<file path="config.mk">
export PLATFORM = sky130hd
export DESIGN_NAME = pvsir_regs
export DESIGN_NICKNAME = d
export VERILOG_FILES = /design/src/logic/pvsir_pkg.sv /design/src/logic/pvsir_regs.sv
export SDC_FILE = /design/constraint.sdc
export NUM_CORES = 1
export LEC_CHECK = 0
export BUFFER_PORTS_ARGS = -buffer_cell sky130_fd_sc_hd__buf_2
export CORE_ASPECT_RATIO = 0.6
export CORE_MARGIN = 3
export CORE_UTILIZATION = 62
export CTS_CLUSTER_SIZE = 8
export DETAILED_ROUTE_END_ITERATION = 10
export PLACE_DENSITY = 0.8
export SLEW_MARGIN = 40
export SYNTH_ARGS = -nofsm -noshare
export SYNTH_HDL_FRONTEND = slang
export SYNTH_SLANG_ARGS = --single-unit
</file>
<file path="constraint.sdc">
create_clock -name clk -period 3.2 [get_ports clk]
set_input_delay 0.96 -clock clk [delete_from_list [all_inputs] [get_ports clk]]
set_output_delay 0.96 -clock clk [all_outputs]
set_load 0.02 [all_outputs]
</file>
<file path="src/logic/pvsir_pkg.sv">
// package: register map, field positions and types of the vendor register bank
`default_nettype none
package pvsir_pkg;
  // register addresses on the management bus
  localparam logic [4:0]  REG_LB_LED    = 5'h11;
  localparam logic [4:0]  REG_CABLE     = 5'h12;
  localparam logic [4:0]  REG_LINK      = 5'h13;
  localparam logic [4:0]  REG_SYMERR    = 5'h15;
  localparam logic [4:0]  REG_INT       = 5'h1B;
  localparam logic [4:0]  REG_PHYCTL    = 5'h1F;
  // field positions
  localparam int          LB_BIT        = 8;
  localparam int          LEDTEST_BIT   = 3;
  localparam int          LINK1000_BIT  = 2;
  localparam int          LINK100_BIT   = 1;
  localparam int          POL_BIT       = 14;
  localparam int          INT_EN_LSB    = 8;
  // reset values and write masks
  localparam logic [15:0] LB_LED_RST    = 16'h02F0;
  localparam logic [15:0] LB_LED_WMASK  = 16'hFFFE;
  localparam logic [7:0]  INT_EN_RST    = 8'h00;
  localparam logic [7:0]  INT_FLAG_RST  = 8'h00;
  localparam logic [15:0] SYMERR_RST    = 16'h0000;
  localparam logic [15:0] SYMERR_MAX    = 16'hFFFF;
  localparam logic        POL_RST       = 1'b0;
  // management frame layout
  localparam logic [5:0]  PRE_LEN       = 6'h20;
  localparam logic [3:0]  HDR_LAST      = 4'hD;
  localparam logic [3:0]  DATA_LAST     = 4'hF;
  localparam logic [1:0]  ST_CODE       = 2'h1;
  localparam logic [1:0]  OP_RD         = 2'h2;
  localparam logic [1:0]  OP_WR         = 2'h1;

  // event strobes, ordered as flag bits 7 down to 0
  typedef struct packed {
    logic jabber;
    logic rx_error;
    logic page_rx;
    logic pd_fault;
    logic lp_ack;
    logic link_down;
    logic remote_fault;
    logic link_up;
  } pvsir_evt_s;

  // per-speed link status levels
  typedef struct packed {
    logic link_1000;
    logic link_100;
  } pvsir_link_s;

  typedef enum logic [4:0] {
    S_PRE = 5'h01,
    S_HDR = 5'h02,
    S_TA  = 5'h04,
    S_RD  = 5'h08,
    S_WR  = 5'h10
  } pvsir_state_e;
endpackage
`default_nettype wire

</file>
<file path="src/logic/pvsir_regs.sv">
// vendor status, loopback and interrupt registers behind a management slave
// frame handling
//   mdc and mdio pass two flops; a third flop finds the mdc rise
//   mdc must stay high and low at least four clk each
//   32 ones then a start zero open a frame
//   no preamble suppression: every frame needs its own
//   wrong start, op or address: frame ignored, line never driven
//   read data latched as the register address completes
//   turnaround bit two driven low, then data msb first
//   line released after the rise that samples data bit 0
//   write lands in the same clk as the rise sampling data bit 0
// register notes
//   unmapped addresses and cable diagnostics read zero
//   read-only bits and bit 0 of the loopback register drop writes
//   reserved loopback bits are stored and read back
//   polarity bit alone is kept in the control register
// hazards
//   read-clear acts on the value just returned
//   a pulse in the read-clear clk is kept: set wins
//   counter saturates rather than wrapping to zero
//   flags set whatever the enables; enables only gate the pin
//   interrupt pin lags an event by two clk
`timescale 1ns/1ps
`default_nettype none
module pvsir_regs #(
  parameter logic [4:0] PHY_ADDR = 5'h01
) (
  input  wire logic                   clk,
  input  wire logic                   resetn,
  input  wire logic                   mdc,
  input  wire logic                   mdio_i,
  output logic                        mdio_o,
  output logic                        mdio_oe,
  input  wire pvsir_pkg::pvsir_evt_s  evt,
  input  wire pvsir_pkg::pvsir_link_s link,
  input  wire logic                   symbol_error_frames,
  output logic                        remote_loopback,
  output logic                        led_test,
  output logic                        int_pin
);

  // synchroniser and edge flops
  logic                   mdc_s1_q;
  logic                   mdc_s2_q;
  logic                   mdc_s3_q;
  logic                   mdio_s1_q;
  logic                   mdio_s2_q;
  logic                   rise;
  // frame decoder state
  pvsir_pkg::pvsir_state_e state_q;
  logic [5:0]             ones_q;
  logic [3:0]             cnt_q;
  logic [12:0]            hdr_q;
  logic [13:0]            hdr;
  logic [4:0]             reg_q;
  logic                   is_rd_q;
  logic [15:0]            data_q;
  logic [15:0]            rd_word;
  logic                   hdr_done;
  logic                   hdr_ok;
  logic                   rd_take;
  logic                   wr_take;
  logic [15:0]            wr_word;
  // register storage
  logic [15:0]            lb_led_q;
  logic [7:0]             int_en_q;
  logic [7:0]             int_flag_q;
  logic [15:0]            symerr_q;
  logic                   pol_q;
  pvsir_pkg::pvsir_link_s link_q;

  // two-stage synchronisers for the management pins
  always_ff @(posedge clk or negedge resetn) begin
    if (!resetn) begin
      mdc_s1_q  <= 1'b0;
      mdc_s2_q  <= 1'b0;
      mdc_s3_q  <= 1'b0;
      mdio_s1_q <= 1'b1;
      mdio_s2_q <= 1'b1;
    end else begin
      mdc_s1_q  <= mdc;
      mdc_s2_q  <= mdc_s1_q;
      mdc_s3_q  <= mdc_s2_q;
      mdio_s1_q <= mdio_i;
      mdio_s2_q <= mdio_s1_q;
    end
  end

  // frame decode helpers
  assign rise     = mdc_s2_q & ~mdc_s3_q;
  assign hdr      = {hdr_q, mdio_s2_q};
  assign hdr_done = rise && (state_q == pvsir_pkg::S_HDR)
                    && (cnt_q == pvsir_pkg::HDR_LAST);
  assign hdr_ok   = (hdr[13:12] == pvsir_pkg::ST_CODE)
                    && (hdr[9:5] == PHY_ADDR)
                    && ((hdr[11:10] == pvsir_pkg::OP_RD)
                        || (hdr[11:10] == pvsir_pkg::OP_WR));
  assign rd_take  = hdr_done && hdr_ok && (hdr[11:10] == pvsir_pkg::OP_RD);
  assign wr_take  = rise && (state_q == pvsir_pkg::S_WR)
                    && (cnt_q == pvsir_pkg::DATA_LAST);
  assign wr_word  = {data_q[14:0], mdio_s2_q};

  // read data mux, sampled when the header completes
  always_comb begin
    rd_word = 16'h0000;
    case (hdr[4:0])
      pvsir_pkg::REG_LB_LED: rd_word = lb_led_q;
      pvsir_pkg::REG_LINK: begin
        rd_word[pvsir_pkg::LINK1000_BIT] = link_q.link_1000;
        rd_word[pvsir_pkg::LINK100_BIT]  = link_q.link_100;
      end
      pvsir_pkg::REG_SYMERR: rd_word = symerr_q;
      pvsir_pkg::REG_INT:    rd_word = {int_en_q, int_flag_q};
      pvsir_pkg::REG_PHYCTL: rd_word[pvsir_pkg::POL_BIT] = pol_q;
      default:               rd_word = 16'h0000;
    endcase
  end

  // management frame state machine and serial data driver
  always_ff @(posedge clk or negedge resetn) begin
    if (!resetn) begin
      state_q <= pvsir_pkg::S_PRE;
      ones_q  <= 6'd0;
      cnt_q   <= 4'd0;
      hdr_q   <= 13'h0000;
      reg_q   <= 5'h00;
      is_rd_q <= 1'b0;
      data_q  <= 16'h0000;
      mdio_o  <= 1'b1;
      mdio_oe <= 1'b0;
    end else if (rise) begin
      unique case (state_q)
        // wait for 32 ones then a start zero
        pvsir_pkg::S_PRE: begin
          if (mdio_s2_q) begin
            if (ones_q != pvsir_pkg::PRE_LEN) ones_q <= ones_q + 6'd1;
          end else if (ones_q == pvsir_pkg::PRE_LEN) begin
            state_q <= pvsir_pkg::S_HDR; // start bit zero seen
            cnt_q   <= 4'd1;
            hdr_q   <= 13'h0000;
          end else begin
            ones_q <= 6'd0;
          end
        end
        // shift start, op and both addresses
        pvsir_pkg::S_HDR: begin
          hdr_q <= hdr[12:0];
          cnt_q <= cnt_q + 4'd1;
          if (hdr_done) begin
            ones_q <= 6'd0;
            cnt_q  <= 4'd0;
            reg_q  <= hdr[4:0];
            is_rd_q <= (hdr[11:10] == pvsir_pkg::OP_RD);
            data_q  <= rd_word;
            state_q <= hdr_ok ? pvsir_pkg::S_TA : pvsir_pkg::S_PRE;
          end
        end
        // turnaround: take the line on reads
        pvsir_pkg::S_TA: begin
          cnt_q <= cnt_q + 4'd1;
          if (cnt_q == 4'd0) begin
            if (is_rd_q) begin
              mdio_oe <= 1'b1; // second turnaround bit driven low
              mdio_o  <= 1'b0;
            end
          end else begin
            cnt_q <= 4'd0;
            if (is_rd_q) begin
              mdio_o  <= data_q[15];
              data_q  <= {data_q[14:0], 1'b0};
              state_q <= pvsir_pkg::S_RD;
            end else begin
              state_q <= pvsir_pkg::S_WR;
            end
          end
        end
        // read data out, msb first
        pvsir_pkg::S_RD: begin
          cnt_q <= cnt_q + 4'd1;
          if (cnt_q == pvsir_pkg::DATA_LAST) begin
            mdio_oe <= 1'b0; // release after last bit sampled
            mdio_o  <= 1'b1;
            state_q <= pvsir_pkg::S_PRE;
          end else begin
            mdio_o <= data_q[15];
            data_q <= {data_q[14:0], 1'b0};
          end
        end
        // write data in, msb first
        pvsir_pkg::S_WR: begin
          cnt_q  <= cnt_q + 4'd1;
          data_q <= wr_word;
          if (cnt_q == pvsir_pkg::DATA_LAST) state_q <= pvsir_pkg::S_PRE;
        end
      endcase
    end
  end

  // loopback and LED test control with its reserved read-write bits
  always_ff @(posedge clk or negedge resetn) begin
    if (!resetn) begin
      lb_led_q <= pvsir_pkg::LB_LED_RST;
    end else if (wr_take && reg_q == pvsir_pkg::REG_LB_LED) begin
      lb_led_q <= wr_word & pvsir_pkg::LB_LED_WMASK;
    end
  end

  // loopback and LED test drive the datapath from flops
  always_ff @(posedge clk or negedge resetn) begin
    if (!resetn) begin
      remote_loopback <= 1'b0;
      led_test        <= 1'b0;
    end else begin
      remote_loopback <= lb_led_q[pvsir_pkg::LB_BIT];
      led_test        <= lb_led_q[pvsir_pkg::LEDTEST_BIT];
    end
  end

  // link status capture
  always_ff @(posedge clk or negedge resetn) begin
    if (!resetn) begin
      link_q <= '0;
    end else begin
      link_q <= link;
    end
  end

  // symbol error frame counter, saturating, cleared on read
  always_ff @(posedge clk or negedge resetn) begin
    if (!resetn) begin
      symerr_q <= pvsir_pkg::SYMERR_RST;
    end else if (rd_take && hdr[4:0] == pvsir_pkg::REG_SYMERR) begin
      symerr_q <= {15'h0000, symbol_error_frames};
    end else if (symbol_error_frames
                 && symerr_q != pvsir_pkg::SYMERR_MAX) begin
      symerr_q <= symerr_q + 16'h0001;
    end
  end

  // interrupt enables, written as the upper byte
  always_ff @(posedge clk or negedge resetn) begin
    if (!resetn) begin
      int_en_q <= pvsir_pkg::INT_EN_RST;
    end else if (wr_take && reg_q == pvsir_pkg::REG_INT) begin
      int_en_q <= wr_word[15:pvsir_pkg::INT_EN_LSB];
    end
  end

  // sticky event flags: read clears, a same-cycle event wins
  always_ff @(posedge clk or negedge resetn) begin
    if (!resetn) begin
      int_flag_q <= pvsir_pkg::INT_FLAG_RST;
    end else if (rd_take && hdr[4:0] == pvsir_pkg::REG_INT) begin
      int_flag_q <= evt;
    end else begin
      int_flag_q <= int_flag_q | evt;
    end
  end

  // interrupt polarity control
  always_ff @(posedge clk or negedge resetn) begin
    if (!resetn) begin
      pol_q <= pvsir_pkg::POL_RST;
    end else if (wr_take && reg_q == pvsir_pkg::REG_PHYCTL) begin
      pol_q <= wr_word[pvsir_pkg::POL_BIT];
    end
  end

  // interrupt pin: any enabled flag, then polarity
  always_ff @(posedge clk or negedge resetn) begin
    if (!resetn) begin
      int_pin <= ~pvsir_pkg::POL_RST;
    end else begin
      int_pin <= (|(int_flag_q & int_en_q)) ~^ pol_q;
    end
  end

endmodule
`default_nettype wire

</file>
==> summary.md <==
| Metric | Value |
|---|---|
| Status | finished clean |
| Num CTS Buffers | 9 |
| Top post-synthesis cells by area | dfrtp_1 47%, mux2_2 8.1%, dfstp_2 5.0% |
| Gr usage total | 28.1% |
| Register area share after synthesis | 52.4% |
| Max-cap viol count | 0 |
| Synthesized area per cell | 11.4 µm² |
| Hold Buf Count CTS | 0 |
| First-pass GRT wire length | 21300 µm |
| # IOs | 20 |
| Capturing element type of the critical path | flip-flop |
| CTS tree | yes |
| Fmax | 373 MHz |
| Die width | 125 µm |
| Final #Nets | between 500 and 600 |
| Die Area | around 9700 µm² |
| DRC | 0 |
| Largest net degree at the start of global routing | between 40 and 50 |
| HP Class | reg2reg |
| Postcts setup bufs | 0 |
| Syn nets | 486 |
| Slew HR | 56.2% |
| Placed cell area | 5510 µm² |
| Core area | 8070 µm² |
| Routability Congestion | 0.912 |
| Average wire per standard cell | 21.8 µm |
| TritonCTS Sinks | 110 |
| Lkg Pwr | 2.64 nW |
| Final setup viols | 0 |
| Warnings, synthesis | 0 |
| RSZ-0062 raised after global routing | false |
| Grt ovf | 0 |
| CTS H-tree lvls | 3 |
| Routed vias/inst | 6.83 |
| Async S/R FF share, synth | 100% |
| HPWL Detailed | 8880 µm |
| Max IR drop VDD | 0.000362 V |
| Crit path DAT | between 2000 and 3000 ps |
| Fin crit share | 83.8% |
| First-pass DRT Iterations | 9 |
| Fill cells | between 500 and 600 |
| Mapped Area | approximately 5300 µm² |
| Adder-cell share of the synthesized area | 1.66% |
| Share of cells above drive strength 1 | 21.4% |
| Final Hold Violating Endpoints | 0 |
| Leading register cell type out of synthesis | dfrtp_1 |
| Crit start category | flip-flop |
| Via count | between 4k and 5k |
| Synth unique cells | between 50 and 60 |
| Commonest cells post-synth | 100 x dfrtp_1, 38 x mux2_2, 38 x nand2_1 |
| Top Family by Delay on Critical Path | simple AND/OR/NAND/NOR gates |
| Initial antenna violation count | 0 |
| Overall power | 3.70 mW |
| Setup CP Type | reg2reg |
| Post-synthesis compound-gate area fraction | 17.0% |
| Mux share of post-synthesis cell area | 8.86% |
| Final Cell Area | 5880 µm² |
| Num rows | 25 |
| Crit path required time | approximately 3400 ps |
| PD cells | approximately 630 nW/µm² |
| Setup TNS | 0 ps |
| Area growth syn-to-layout | 11.3% |
| Max-slew violation count | 0 |
| Least-Margin Pin Slew | around 650 ps |
| Total routed wirelength | ~13000 µm |
| Clk_lat worst skew | 350 ps |
| Mapped Cells | about 460 |
| CTS clk-pin slew, worst paths | ~70 ps |
| Most frequent CP cell | or4b_4 |
| #FFs+latches synth | 110 |
| Post-CTS Resized | 0 |
| WP buf/inv | 1 |
| XOR/XNOR Fraction of Synth Area | 2.49% |
| Slowest stage cell, crit path | or4b_4 |
| Clock skew | 6.54 ps |
| Crit path cell chain | or4b_4 -> or4b_4 -> nor3b_4 -> buf_4 -> nor2_1 |
| Number of global-route vias before repair | 3901 |
| Critical Path Fanout Max | 12 |
| Max clock buf depth | 2 |
| Top cell type's share of synthesized area | 47.4% |
| Initial Utilization | 65.4% |
| Synth area leader | dfrtp_1 |
| Post-Synth Simple-Gate Area | 14.7% |
| Die Span Y | 77.5 µm |
| Clk root buf | clkbuf_16 |
| DRT iter0 DRCs | 557 |
| IO Port Bufs | 19 |
| Number of flops mapped to enable cells by yosys | 0 |
| Main combinational cell family by area after synthesis | compound AO/OA/AOI/OAI gates |
| Tmin final | 2680 ps |
| ANT nets after route | 0 |
| Slowest Stage Delay on Critical Path | between 600 and 700 ps |
| Most frequent cell after synthesis | dfrtp_1 |
| Antenna diodes | 0 |
power breakdown:
group          internal, mW  switching, mW
Combinational         0.274          0.355
Clock                 0.813          0.489
Sequential             1.53          0.241
flip-flops by register name, indices dropped and copies added (netlist names), 2 cells and up:
signal and flops:
lb_led_q 15, reg_q 5, data_q 16, int_en_q 8, cnt_q 4, state_q 5, ones_q 6, link_q 2
int_flag_q 8, hdr_q 13, symerr_q 16
worst register-to-register path, stage by stage (launching register included):
cell	delay (ps)
dfrtp_1	490
or4b_4	620
or4b_4	620
nor3b_4	540
buf_4	240
nor2_1	50
path summary, 6_finish.rpt:
path,start,to,slack (ps),cells after the start
max,state_q[4],symerr_q[4],520,5
min,mdio_s1_q,mdio_s2_q,360,0
max reg2reg,state_q[4],symerr_q[4],520,5
min reg2reg,mdio_s1_q,mdio_s2_q,360,0
max in group asynchronous,resetn,lb_led_q[9],1870,2
min in group asynchronous,resetn,mdio_oe,610,1
area by class of cell:
cell class | instances | area (µm²) | area share (%)
Inverter | 9 | 33.8 | 0.575
Multi-Input combinational cell | 320 | 2390 | 40.7
Sequential cell | 110 | 2770 | 47.1
Tap cell | 108 | 135 | 2.30
Clock buffer | 12 | 256 | 4.37
Timing Repair Buffer | 30 | 193 | 3.28
Clock inverter | 4 | 101 | 1.72
routing by layer:
metal | vias up | GRT usage (%) | wire, µm
met3 | 16 | 9.49 | 1540
met4 | 0 | 7.90 | 183
met1 | 2029 | 43.1 | 5820
li1 | 1792 | - | -
met2 | 214 | 37.8 | 5360
met5 | - | 0 | 0
cells by family after synthesis:
group,after synthesis
simple gates,140
fa+ha+maj,7
buf+inv,34
xor+xnor,15
compound gates,116
mux,42
flops,110
per-stage QoR:
stage                     hold WS, ps  utilization (%)  setup WS, ps  instances
after floorplan                   331                -           856        464
after global placement            333             68.3           645        577
after detailed placement          348             68.3           568        577
after CTS                         360             72.7           557        593
after global routing              364             72.8           420        593
final                             358             72.8           517        593
cells in the final DEF (no fill, tap or decap), drive strengths merged, types with 5 or more instances in the layout:
| cell | synthesis | final |
|---|---|---|
| a21o | 21 | 21 |
| a21oi | 5 | 5 |
| a221oi | 13 | 13 |
| a222oi | 15 | 15 |
| a22o | 15 | 15 |
| a22oi | 5 | 5 |
| and3 | 5 | 5 |
| buf | 5 | 30 |
| clkbuf | 20 | 12 |
| dfrtp | 100 | 100 |
| dfstp | 10 | 10 |
| ha | 7 | 7 |
| inv | 9 | 10 |
| mux2 | 38 | 38 |
| nand2 | 38 | 38 |
| nand3 | 14 | 14 |
| nand4 | 9 | 9 |
| nor2 | 28 | 28 |
| nor2b | 5 | 5 |
| nor3 | 7 | 7 |
| nor3b | 5 | 5 |
| nor4 | 6 | 6 |
| o211ai | 5 | 5 |
| o21ai | 18 | 18 |
| xnor2 | 7 | 7 |
| xor2 | 8 | 8 |
(Power assumes the default switching activity.)
